File: src/design/rdq_pkg.sv
// Constants, register map and types for the lane-2 and adaptive-EQ register slice
// How it works
// - Lane-2 emphasis bits 6:4, code 3 reserved
// - Lane-2 swing bits 2:0, reset 3h
// - Lane-2 EQ bits 3:0, 0 min, F max
// - Hysteresis bits 6:4, reset 4h, adds to de-assert
// - De-assert threshold bits 2:0, reset 4h
// - Upper search limit bits 7:4, reset Fh
// - Pattern policy picks read need, pattern 0
// - Start needs detect, optionally update flag cleared
// - Hold-off bit disables outputs during adaptation
// - Mode bit picks where mid-eye hits count
// - Enable bit gates adaptation, else static EQ
// - Sign bit makes over-EQ offset negative
// - Magnitude adds 0..7 or -8..-1, full mode
package rdq_pkg;
   // Register offsets
   localparam logic [7:0] ADDR_LANE2_SWING_EMPH = 8'h18;
   localparam logic [7:0] ADDR_LANE2_EQ         = 8'h19;
   localparam logic [7:0] ADDR_DETECT_TH        = 8'h1A;
   localparam logic [7:0] ADDR_GLOBAL_STATUS    = 8'h1C;
   localparam logic [7:0] ADDR_AEQ_CTRL_A       = 8'h1D;
   localparam logic [7:0] ADDR_AEQ_CTRL_B       = 8'h1E;
   // Reset values
   localparam logic [7:0] RST_LANE2_SWING_EMPH = 8'h03;
   localparam logic [7:0] RST_LANE2_EQ         = 8'h00;
   localparam logic [7:0] RST_DETECT_TH        = 8'h44;
   localparam logic [7:0] RST_AEQ_CTRL_A       = 8'hF3;
   localparam logic [7:0] RST_AEQ_CTRL_B       = 8'h00;
   // Writable bit masks; other bits read zero
   localparam logic [7:0] MASK_SWING_EMPH = 8'h77;
   localparam logic [7:0] MASK_EQ         = 8'h0F;
   localparam logic [7:0] MASK_DETECT_TH  = 8'h77;
   localparam logic [7:0] MASK_AEQ_CTRL_A = 8'hFF;
   localparam logic [7:0] MASK_AEQ_CTRL_B = 8'hFF;
   // Field positions
   localparam int EMPH_LSB     = 4;
   localparam int SWING_LSB    = 0;
   localparam int HYST_LSB     = 4;
   localparam int DEASSERT_LSB = 0;
   localparam int UPPER_LSB    = 4;
   localparam int POLICY_LSB   = 2;
   localparam int START_BIT    = 1;
   localparam int HOLDOFF_BIT  = 0;
   localparam int MODE_BIT     = 7;
   localparam int ENABLE_BIT   = 6;
   localparam int SIGN_BIT     = 3;
   localparam int MAG_LSB      = 0;
   localparam int PD_BIT       = 7;
   localparam int STANDBY_BIT  = 6;
   // Special codes
   localparam logic [2:0] EMPH_RESERVED     = 3'h3;
   localparam logic [2:0] SWING_LINEAR_MAX  = 3'h3;
   localparam logic [3:0] PATTERN_ZERO      = 4'h0;
   localparam logic [3:0] PATTERN_FIRST     = 4'h5;
   localparam logic [3:0] PATTERN_LAST      = 4'h8;
   // Time spent at each equalizer code during the search
   localparam int DWELL_NS     = 160;
   localparam int CLK_NS       = 10;
   localparam int DWELL_CYCLES = (DWELL_NS + CLK_NS - 1) / CLK_NS;
   typedef enum logic [1:0] {
      RDQ_IDLE   = 2'b00,
      RDQ_SEARCH = 2'b01,
      RDQ_DONE   = 2'b10
   } rdq_state_t;
endpackage : rdq_pkg

File: src/design/rdq_regs.sv
// Lane-2 configuration, signal-detect thresholds and adaptive equalizer controller
`timescale 1ns/1ns
module rdq_regs #(
   parameter int HIT_W = 8
) (
   input  wire logic       clk,
   input  wire logic       arst_n,
   input  wire logic       reg_wr,
   input  wire logic       reg_rd,
   input  wire logic [7:0] reg_addr,
   input  wire logic [7:0] reg_wdata,
   output logic      [7:0] reg_rdata,
   output logic            reg_rvalid,
   input  wire logic       powered_down_flag,
   input  wire logic       standby_flag,
   input  wire logic       linear_mode,
   input  wire logic       signal_present,
   input  wire logic       training_update_flag,
   input  wire logic       rate_change,
   input  wire logic       pattern_reg_read,
   input  wire logic [3:0] training_pattern,
   input  wire logic       mid_eye_hit,
   output logic      [2:0] lane2_emphasis_sel,
   output logic      [2:0] lane2_swing_sel,
   output logic      [3:0] lane2_equalizer_sel,
   output logic      [2:0] detect_hysteresis_sel,
   output logic      [2:0] detect_deassert_level_sel,
   output logic      [3:0] detect_assert_code,
   output logic            hit_count_active,
   output logic            adapt_busy,
   output logic            lane2_output_enable
);
   ////////////////////////////////////////////////////////////////////////////
   typedef struct packed {
      logic [7:0]          swing_emph;
      logic [7:0]          eq;
      logic [7:0]          det_th;
      logic [7:0]          ctrl_a;
      logic [7:0]          ctrl_b;
      rdq_pkg::rdq_state_t state;
      logic [3:0]          code;
      logic [7:0]          dwell;
      logic [HIT_W-1:0]    hits;
      logic [HIT_W-1:0]    best_hits;
      logic [3:0]          best;
      logic [3:0]          adapted;
      logic                pat_read;
      logic [7:0]          rdata;
      logic                rvalid;
   } rdq_st_t;

   localparam rdq_st_t RST = '{
      swing_emph: rdq_pkg::RST_LANE2_SWING_EMPH, eq: rdq_pkg::RST_LANE2_EQ,
      det_th: rdq_pkg::RST_DETECT_TH, ctrl_a: rdq_pkg::RST_AEQ_CTRL_A,
      ctrl_b: rdq_pkg::RST_AEQ_CTRL_B, state: rdq_pkg::RDQ_IDLE,
      code: 4'h0, dwell: 8'h00, hits: '0, best_hits: '0, best: 4'h0,
      adapted: 4'h0, pat_read: 1'b0, rdata: 8'h00, rvalid: 1'b0};

   rdq_st_t st;
   rdq_st_t next_st;

   // Adapted code plus signed over-EQ offset, saturated to 0..15
   function automatic logic [3:0] rdq_apply_offset(input logic [3:0] base, input logic neg,
                                                   input logic [2:0] mag);
      logic signed [5:0] sum;
      // Negative sign reads the magnitude as mag - 8, so codes 0..7 give -8..-1
      sum = $signed({2'b00, base}) + (neg ? $signed({3'b111, mag}) : $signed({3'b000, mag}));
      if (sum < 6'sd0)
         return 4'h0;
      else if (sum > 6'sd15)
         return 4'hF;
      else
         return sum[3:0];
   endfunction : rdq_apply_offset

   ////////////////////////////////////////////////////////////////////////////
   // Field views
   logic [3:0] upper_limit;
   logic [1:0] policy;
   logic       start_cond;
   logic       holdoff;
   logic       hit_mode;
   logic       adaptive_equalizer_enable;
   logic       pattern_ok;
   logic       read_ok;
   logic       start_ok;

   assign upper_limit = st.ctrl_a[rdq_pkg::UPPER_LSB +: 4];
   assign policy      = st.ctrl_a[rdq_pkg::POLICY_LSB +: 2];
   assign start_cond  = st.ctrl_a[rdq_pkg::START_BIT];
   assign holdoff     = st.ctrl_a[rdq_pkg::HOLDOFF_BIT];
   assign hit_mode    = st.ctrl_b[rdq_pkg::MODE_BIT];
   assign adaptive_equalizer_enable      = st.ctrl_b[rdq_pkg::ENABLE_BIT];

   // Pattern 0 admitted only for policies 0 and 2; read needed for 0 and 1
   assign pattern_ok = ((training_pattern >= rdq_pkg::PATTERN_FIRST) &&
                        (training_pattern <= rdq_pkg::PATTERN_LAST)) ||
                       ((training_pattern == rdq_pkg::PATTERN_ZERO) && !policy[0]);
   assign read_ok    = policy[1] || st.pat_read;
   assign start_ok   = adaptive_equalizer_enable && signal_present && pattern_ok && read_ok &&
                       (!start_cond || !training_update_flag);

   ////////////////////////////////////////////////////////////////////////////
   // Next-state logic: register writes, reads and the search machine
   always_comb begin
      next_st        = st;
      next_st.rvalid = reg_rd;
      // Snooped read arms adaptation; a read in the same cycle as a rate change wins
      if (rate_change)
         next_st.pat_read = 1'b0;
      if (pattern_reg_read)
         next_st.pat_read = 1'b1;
      if (reg_wr) begin
         unique case (reg_addr)
            rdq_pkg::ADDR_LANE2_SWING_EMPH: next_st.swing_emph = reg_wdata & rdq_pkg::MASK_SWING_EMPH;
            rdq_pkg::ADDR_LANE2_EQ:         next_st.eq = reg_wdata & rdq_pkg::MASK_EQ;
            rdq_pkg::ADDR_DETECT_TH:        next_st.det_th = reg_wdata & rdq_pkg::MASK_DETECT_TH;
            rdq_pkg::ADDR_AEQ_CTRL_A:       next_st.ctrl_a = reg_wdata & rdq_pkg::MASK_AEQ_CTRL_A;
            rdq_pkg::ADDR_AEQ_CTRL_B:       next_st.ctrl_b = reg_wdata & rdq_pkg::MASK_AEQ_CTRL_B;
            default: ;
         endcase
      end
      if (reg_rd) begin
         unique case (reg_addr)
            rdq_pkg::ADDR_LANE2_SWING_EMPH: next_st.rdata = st.swing_emph;
            rdq_pkg::ADDR_LANE2_EQ:         next_st.rdata = st.eq;
            rdq_pkg::ADDR_DETECT_TH:        next_st.rdata = st.det_th;
            rdq_pkg::ADDR_GLOBAL_STATUS:    next_st.rdata = {powered_down_flag, standby_flag, 6'h00};
            rdq_pkg::ADDR_AEQ_CTRL_A:       next_st.rdata = st.ctrl_a;
            rdq_pkg::ADDR_AEQ_CTRL_B:       next_st.rdata = st.ctrl_b;
            default:                        next_st.rdata = 8'h00;
         endcase
      end
      unique case (st.state)
         rdq_pkg::RDQ_IDLE: begin
            if (start_ok) begin
               next_st.state     = rdq_pkg::RDQ_SEARCH;
               next_st.code      = 4'h0;
               next_st.dwell     = 8'h00;
               next_st.hits      = '0;
               next_st.best      = 4'h0;
               next_st.best_hits = '0;
            end
         end
         rdq_pkg::RDQ_SEARCH: begin
            if (!adaptive_equalizer_enable || !signal_present) begin
               next_st.state = rdq_pkg::RDQ_IDLE;
            end else if (st.dwell == 8'(rdq_pkg::DWELL_CYCLES - 1)) begin
               next_st.dwell = 8'h00;
               next_st.hits  = '0;
               if (st.hits > st.best_hits || st.code == 4'h0) begin
                  next_st.best      = st.code;
                  next_st.best_hits = st.hits;
               end
               if (st.code >= upper_limit) begin
                  next_st.state = rdq_pkg::RDQ_DONE;
               end else begin
                  next_st.code = st.code + 4'h1;
               end
            end else begin
               next_st.dwell = st.dwell + 8'h01;
               if (mid_eye_hit && hit_count_active && st.hits != '1)
                  next_st.hits = st.hits + HIT_W'(1);
            end
         end
         rdq_pkg::RDQ_DONE: begin
            // Over-EQ offset only trims a full-adaptation result
            next_st.adapted = hit_mode ? st.best :
                              rdq_apply_offset(st.best, st.ctrl_b[rdq_pkg::SIGN_BIT],
                                               st.ctrl_b[rdq_pkg::MAG_LSB +: 3]);
            if (!adaptive_equalizer_enable || !signal_present)
               next_st.state = rdq_pkg::RDQ_IDLE;
         end
         default: next_st.state = rdq_pkg::RDQ_IDLE;
      endcase
   end

   // State register
   always_ff @(posedge clk or negedge arst_n) begin
      if (!arst_n)
         st <= RST;
      else
         st <= next_st;
   end

   ////////////////////////////////////////////////////////////////////////////
   // Outputs to the analog lane and detector
   logic [2:0] emph_field;
   logic [2:0] swing_field;

   assign emph_field  = st.swing_emph[rdq_pkg::EMPH_LSB +: 3];
   assign swing_field = st.swing_emph[rdq_pkg::SWING_LSB +: 3];

   always_comb begin
      lane2_emphasis_sel = (emph_field == rdq_pkg::EMPH_RESERVED) ? 3'h0 : emph_field;
      lane2_swing_sel    = (linear_mode && swing_field > rdq_pkg::SWING_LINEAR_MAX) ?
                           rdq_pkg::SWING_LINEAR_MAX : swing_field;
      if (adaptive_equalizer_enable && st.state == rdq_pkg::RDQ_DONE && !hit_mode)
         lane2_equalizer_sel = st.adapted;
      else if (adaptive_equalizer_enable && st.state != rdq_pkg::RDQ_IDLE)
         lane2_equalizer_sel = (st.state == rdq_pkg::RDQ_DONE) ? st.adapted : st.code;
      else
         lane2_equalizer_sel = st.eq[3:0];
   end

   assign detect_hysteresis_sel     = st.det_th[rdq_pkg::HYST_LSB +: 3];
   assign detect_deassert_level_sel = st.det_th[rdq_pkg::DEASSERT_LSB +: 3];
   assign detect_assert_code        = {1'b0, detect_hysteresis_sel} + {1'b0, detect_deassert_level_sel};
   assign hit_count_active          = !hit_mode || st.code == 4'h0;
   assign adapt_busy                = st.state == rdq_pkg::RDQ_SEARCH;
   assign lane2_output_enable       = !(holdoff && adapt_busy);
   assign reg_rdata                 = st.rdata;
   assign reg_rvalid                = st.rvalid;

   ////////////////////////////////////////////////////////////////////////////
   // Checks
   a_start_gate: assert property (@(posedge clk) disable iff (!arst_n)
      $rose(adapt_busy) |-> $past(signal_present) && $past(adaptive_equalizer_enable)) else $error("start without detect");
   a_start_update: assert property (@(posedge clk) disable iff (!arst_n)
      $rose(adapt_busy) && $past(start_cond) |-> !$past(training_update_flag))
      else $error("start while update flag set");
   a_holdoff_out: assert property (@(posedge clk) disable iff (!arst_n)
      adapt_busy |-> lane2_output_enable == !holdoff) else $error("hold-off wrong");
   a_emph_resv: assert property (@(posedge clk) disable iff (!arst_n)
      lane2_emphasis_sel != rdq_pkg::EMPH_RESERVED) else $error("reserved emphasis driven");
   a_swing_lin: assert property (@(posedge clk) disable iff (!arst_n)
      linear_mode |-> lane2_swing_sel <= rdq_pkg::SWING_LINEAR_MAX) else $error("reserved swing");
   a_static_eq: assert property (@(posedge clk) disable iff (!arst_n)
      !adaptive_equalizer_enable |-> lane2_equalizer_sel == st.eq[3:0]) else $error("static EQ not used");
   a_upper_lim: assert property (@(posedge clk) disable iff (!arst_n)
      adapt_busy |-> st.code <= upper_limit || st.code == 4'h0) else $error("search past limit");
   a_assert_th: assert property (@(posedge clk) disable iff (!arst_n)
      reg_wr && reg_addr == rdq_pkg::ADDR_DETECT_TH |=>
      detect_assert_code == {1'b0, $past(reg_wdata[6:4])} + {1'b0, $past(reg_wdata[2:0])})
      else $error("assert threshold sum");
   a_resv_zero: assert property (@(posedge clk) disable iff (!arst_n)
      reg_rd && reg_addr == rdq_pkg::ADDR_LANE2_EQ |=> reg_rvalid && reg_rdata[7:4] == 4'h0)
      else $error("reserved bits not zero");
   a_pattern: assert property (@(posedge clk) disable iff (!arst_n)
      $rose(adapt_busy) && !$past(policy[1]) |-> $past(st.pat_read)) else $error("no pattern read");
   a_count_mode: assert property (@(posedge clk) disable iff (!arst_n)
      hit_mode && st.code != 4'h0 |-> !hit_count_active) else $error("hits counted off zero");
   a_offset: assert property (@(posedge clk) disable iff (!arst_n)
      st.state == rdq_pkg::RDQ_DONE && !hit_mode && !st.ctrl_b[3] && st.ctrl_b[2:0] == 3'h0
      |=> st.adapted == $past(st.best) || $past(adaptive_equalizer_enable) == 1'b0) else $error("zero offset moved EQ");
   c_search: cover property (@(posedge clk) disable iff (!arst_n) $rose(adapt_busy));
   c_done: cover property (@(posedge clk) disable iff (!arst_n) $fell(adapt_busy) && st.state == rdq_pkg::RDQ_DONE);
   c_neg_off: cover property (@(posedge clk) disable iff (!arst_n)
      st.state == rdq_pkg::RDQ_DONE && st.ctrl_b[3]);
endmodule : rdq_regs

File: config.mk
export PLATFORM = sky130hd
export DESIGN_NAME = rdq_regs
export DESIGN_NICKNAME = d
export VERILOG_FILES = /design/src/design/rdq_pkg.sv /design/src/design/rdq_regs.sv
export SDC_FILE = /design/constraint.sdc
export NUM_CORES = 1
export LEC_CHECK = 0
export BUFFER_PORTS_ARGS = -buffer_cell sky130_fd_sc_hd__buf_2
export CAP_MARGIN = 10
export CORE_MARGIN = 2
export CORE_UTILIZATION = 56
export DETAILED_ROUTE_END_ITERATION = 16
export GPL_TIMING_DRIVEN = 0
export PLACE_DENSITY = 0.78
export SLEW_MARGIN = 20
export SYNTH_ARGS = -nofsm -noshare
export SYNTH_HDL_FRONTEND = slang
export SYNTH_SLANG_ARGS = --single-unit
File: constraint.sdc
create_clock -name clk -period 3.2 [get_ports clk]
set_input_delay 0.32 -clock clk [delete_from_list [all_inputs] [get_ports clk]]
set_output_delay 0.32 -clock clk [all_outputs]
set_load 0.1 [all_outputs]
==> impl_metrics.env <==
export IMPL_cap_violations=0
export IMPL_ctsRootBufferMaster="clkbuf_8"
export IMPL_total_power_mw=1.99
export IMPL_grt_pass1_vias=3469
export IMPL_placed_cell_area_um2=5070
export IMPL_place_congestion=0.889
export IMPL_grt_usage_pct=24.1
export IMPL_setup_violations=0
export IMPL_pre_cts_ws_ps=904
export IMPL_htreeDepth=3
export IMPL_ir_drop_v=0.000238
export IMPL_p_sw_share_pct=28.7
export IMPL_area_growth_pct=14.2
export IMPL_via_count=3591
export IMPL_die_w_um=94.6
export IMPL_grt_pass1_wl_um=16700
export IMPL_ant_nets=0
export IMPL_syn_nets=502
export IMPL_synth_ff_latch_count=80
export IMPL_fin_crit_sh_pct=74.8
export IMPL_slew_violations=0
export IMPL_required_ps=2880
export IMPL_start_kind="register"
export IMPL_min_path_type="in2reg"
export IMPL_worstMarginPinSlew_ps=574
export IMPL_leakagePower_nw=2.59
export IMPL_wl_per_cell_um=15.9
export IMPL_synth_warnings=0
export IMPL_io_pins=64
export IMPL_ctsResizeCount=0
export IMPL_nFillCells=681
export IMPL_power_internal_mw=1.42
export IMPL_cts_tree="yes"
export IMPL_fin_nets=578
export IMPL_dieArea_um2=8940
export IMPL_ys_flop_type="dfrtp_1"
export IMPL_fin_area_um2=5250
export IMPL_drt_total_wl_um=10000
export IMPL_worstPathArrival_ps=2070
export IMPL_cp_end_kind="primary output"
export IMPL_grt_max_degree=56
export IMPL_p_comb_share_pct=13.9
export IMPL_multi_input_area_um2=2270
export IMPL_final_seq_area_um2=2010
export IMPL_seqPwrFrac_pct=53.3
export IMPL_synth_avg_cell_area_um2=10.3
export IMPL_start_util_pct=56.8
export IMPL_floorplan_core_area_um2=8090
export IMPL_power_density_nw_per_um2=379
export IMPL_cts_sinks=80
export IMPL_numCtsBuffers=9
export IMPL_first_pass_iters=5
export IMPL_finClkSkew_ps=10.7
export IMPL_postCtsSetupBuffers=0
export IMPL_drive_above_1_share_pct=29.5
export IMPL_drt_initial_drc_count=227
export IMPL_antenna_found_initial=0
export IMPL_min_period_ps=2390
export IMPL_die_h_um=94.6
export IMPL_hold_viol=0
export IMPL_pwr_share_clk_pct=32.8
export IMPL_final_cell_mix="dfrtp_1 (70), buf_2 (65), mux2_2 (35), inv_1 (32)"
export IMPL_viasPerCell=5.70
export IMPL_hpwl_um=7620
export IMPL_path_clk_slew_ps=70
export IMPL_async_flop_share_pct=100
export IMPL_port_buffers=63
export IMPL_fmax_mhz=418
export IMPL_antennaDiodeCount=0
export IMPL_cp_max_fo=9
export IMPL_ys_types=57
export IMPL_fin_setup_tns_ps=0
export IMPL_syn_inst=444
export IMPL_syn_cell_area_um2=4590
export IMPL_synth_edff_count=0
export IMPL_timing_final_ws_setup_ps=806
export IMPL_cts_max_path_buffers=2
export IMPL_drc_errors=0
export IMPL_crit_type="reg2out"
export IMPL_rsz0062_at_grt="no"
export IMPL_ys_seq_area_share_pct=43.8
export IMPL_insertion_delay_ps=340
export IMPL_overflow=0
export IMPL_rows=33
export IMPL_relSlewSlack_pct=60.7
export IMPL_p_sw_uw=571
export IMPL_status="completed"
export IMPL_final_common_cell="dfrtp_1"
[power groups by stage]
stage	Sequential (mW)	Combinational [mW]	Clock (mW)
floorplan	1.07	0.193	0
global placement	1.08	0.268	0
detailed placement	1.08	0.277	0
CTS	1.06	0.278	0.667
global route	1.06	0.297	0.713
finish	1.06	0.276	0.652
[logic make-up after synthesis]
kind of cell / share of synthesized area (%)
buf+inv: 6.70
flops: 43.8
mux: 9.89
fa+ha+maj: 7.41
compound gates: 17.4
xor+xnor: 2.48
simple gates: 12.3
[per-stage QoR]
stage               hold WS, ps  instances  util, %
global placement            446        612     62.3
finish                     94.8        630     64.9
floorplan                  24.4        444        -
detailed placement          258        613     62.7
global route               78.7        630     64.9
CTS                        81.7        630     64.9
[final timing paths]
| path | to | cells after the start | slack (ps) | from |
|---|---|---|---|---|
| max | lane2_equalizer_sel[2] | 6 | 810 | st[46] |
| max in group asynchronous | st[60] | 3 | 2150 | arst_n |
| min in group asynchronous | st[73] | 2 | 420 | arst_n |
| min | reg_rvalid | 1 | 90 | reg_rd |
| min reg2reg | st[41] | 1 | 500 | st[41] |
| max reg2reg | st[45] | 8 | 890 | st[42] |
[repair_timing]
action | in CTS | in global routing
setup endpoints to repair | 0 | 0
endpoints found under the hold margin | 20 | 0
hold buffers | 1 | 0
[routing by layer]
layer | part of all wire (%) | track usage, % | vias to the layer above
met5 | 0 | 0 | -
met4 | 0.86 | 8.57 | 0
met3 | 5.4 | 4.07 | 9
met2 | 49 | 38.1 | 84
met1 | 45 | 33.7 | 1778
li1 | - | - | 1720
[final cells by class]
| type | count | area share (%) |
|---|---|---|
| Inverter | 34 | 2.43 |
| Timing Repair Buffer | 65 | 6.77 |
| Multi-Input combinational cell | 301 | 43.3 |
| Clock buffer | 13 | 2.84 |
| Buffer | 29 | 3.43 |
| Clock inverter | 3 | 0.358 |
| Sequential cell | 80 | 38.4 |
| Tap cell | 105 | 2.50 |
[worst max-delay path: stages (launching register included)]
cell,delay [ps]
dfrtp_1,380
buf_6,140
nor2b_1,110
clkbuf_1,350
a22o_1,190
a22o_1,130
buf_2,430
[sequential cells by signal, indices dropped and copies added (netlist names)]
signal	flops
adaptive_equalizer_enable	1
detect_deassert_level_sel	3
detect_hysteresis_sel	3
emph_field	3
hit_mode	1
holdoff	1
policy	2
reg_rdata	8
reg_rvalid	1
st	57
[cell usage after synthesis (4+ instances only)]
master | count | area share [%]
a21o_1 | 10 | 1.6
a21oi_1 | 11 | 1.2
a22o_1 | 19 | 3.6
a22oi_1 | 5 | 0.82
and2_1 | 4 | 0.54
and3_1 | 6 | 0.82
buf_4 | 14 | 2.3
clkbuf_1 | 8 | 0.65
dfrtp_1 | 70 | 38
dfstp_2 | 10 | 5.7
ha_1 | 24 | 6.5
inv_1 | 32 | 2.6
mux2_2 | 35 | 8.6
mux2i_1 | 6 | 1.3
nand2_1 | 31 | 2.5
nand3_1 | 8 | 0.87
nand4_1 | 6 | 0.82
nor2_1 | 31 | 2.5
nor2b_1 | 9 | 1.2
nor3_1 | 5 | 0.54
nor4_1 | 5 | 0.68
o21ai_0 | 22 | 2.4
o22ai_1 | 10 | 1.4
xnor2_1 | 11 | 2.1
Note: power is estimated with default switching activity, not from simulation.
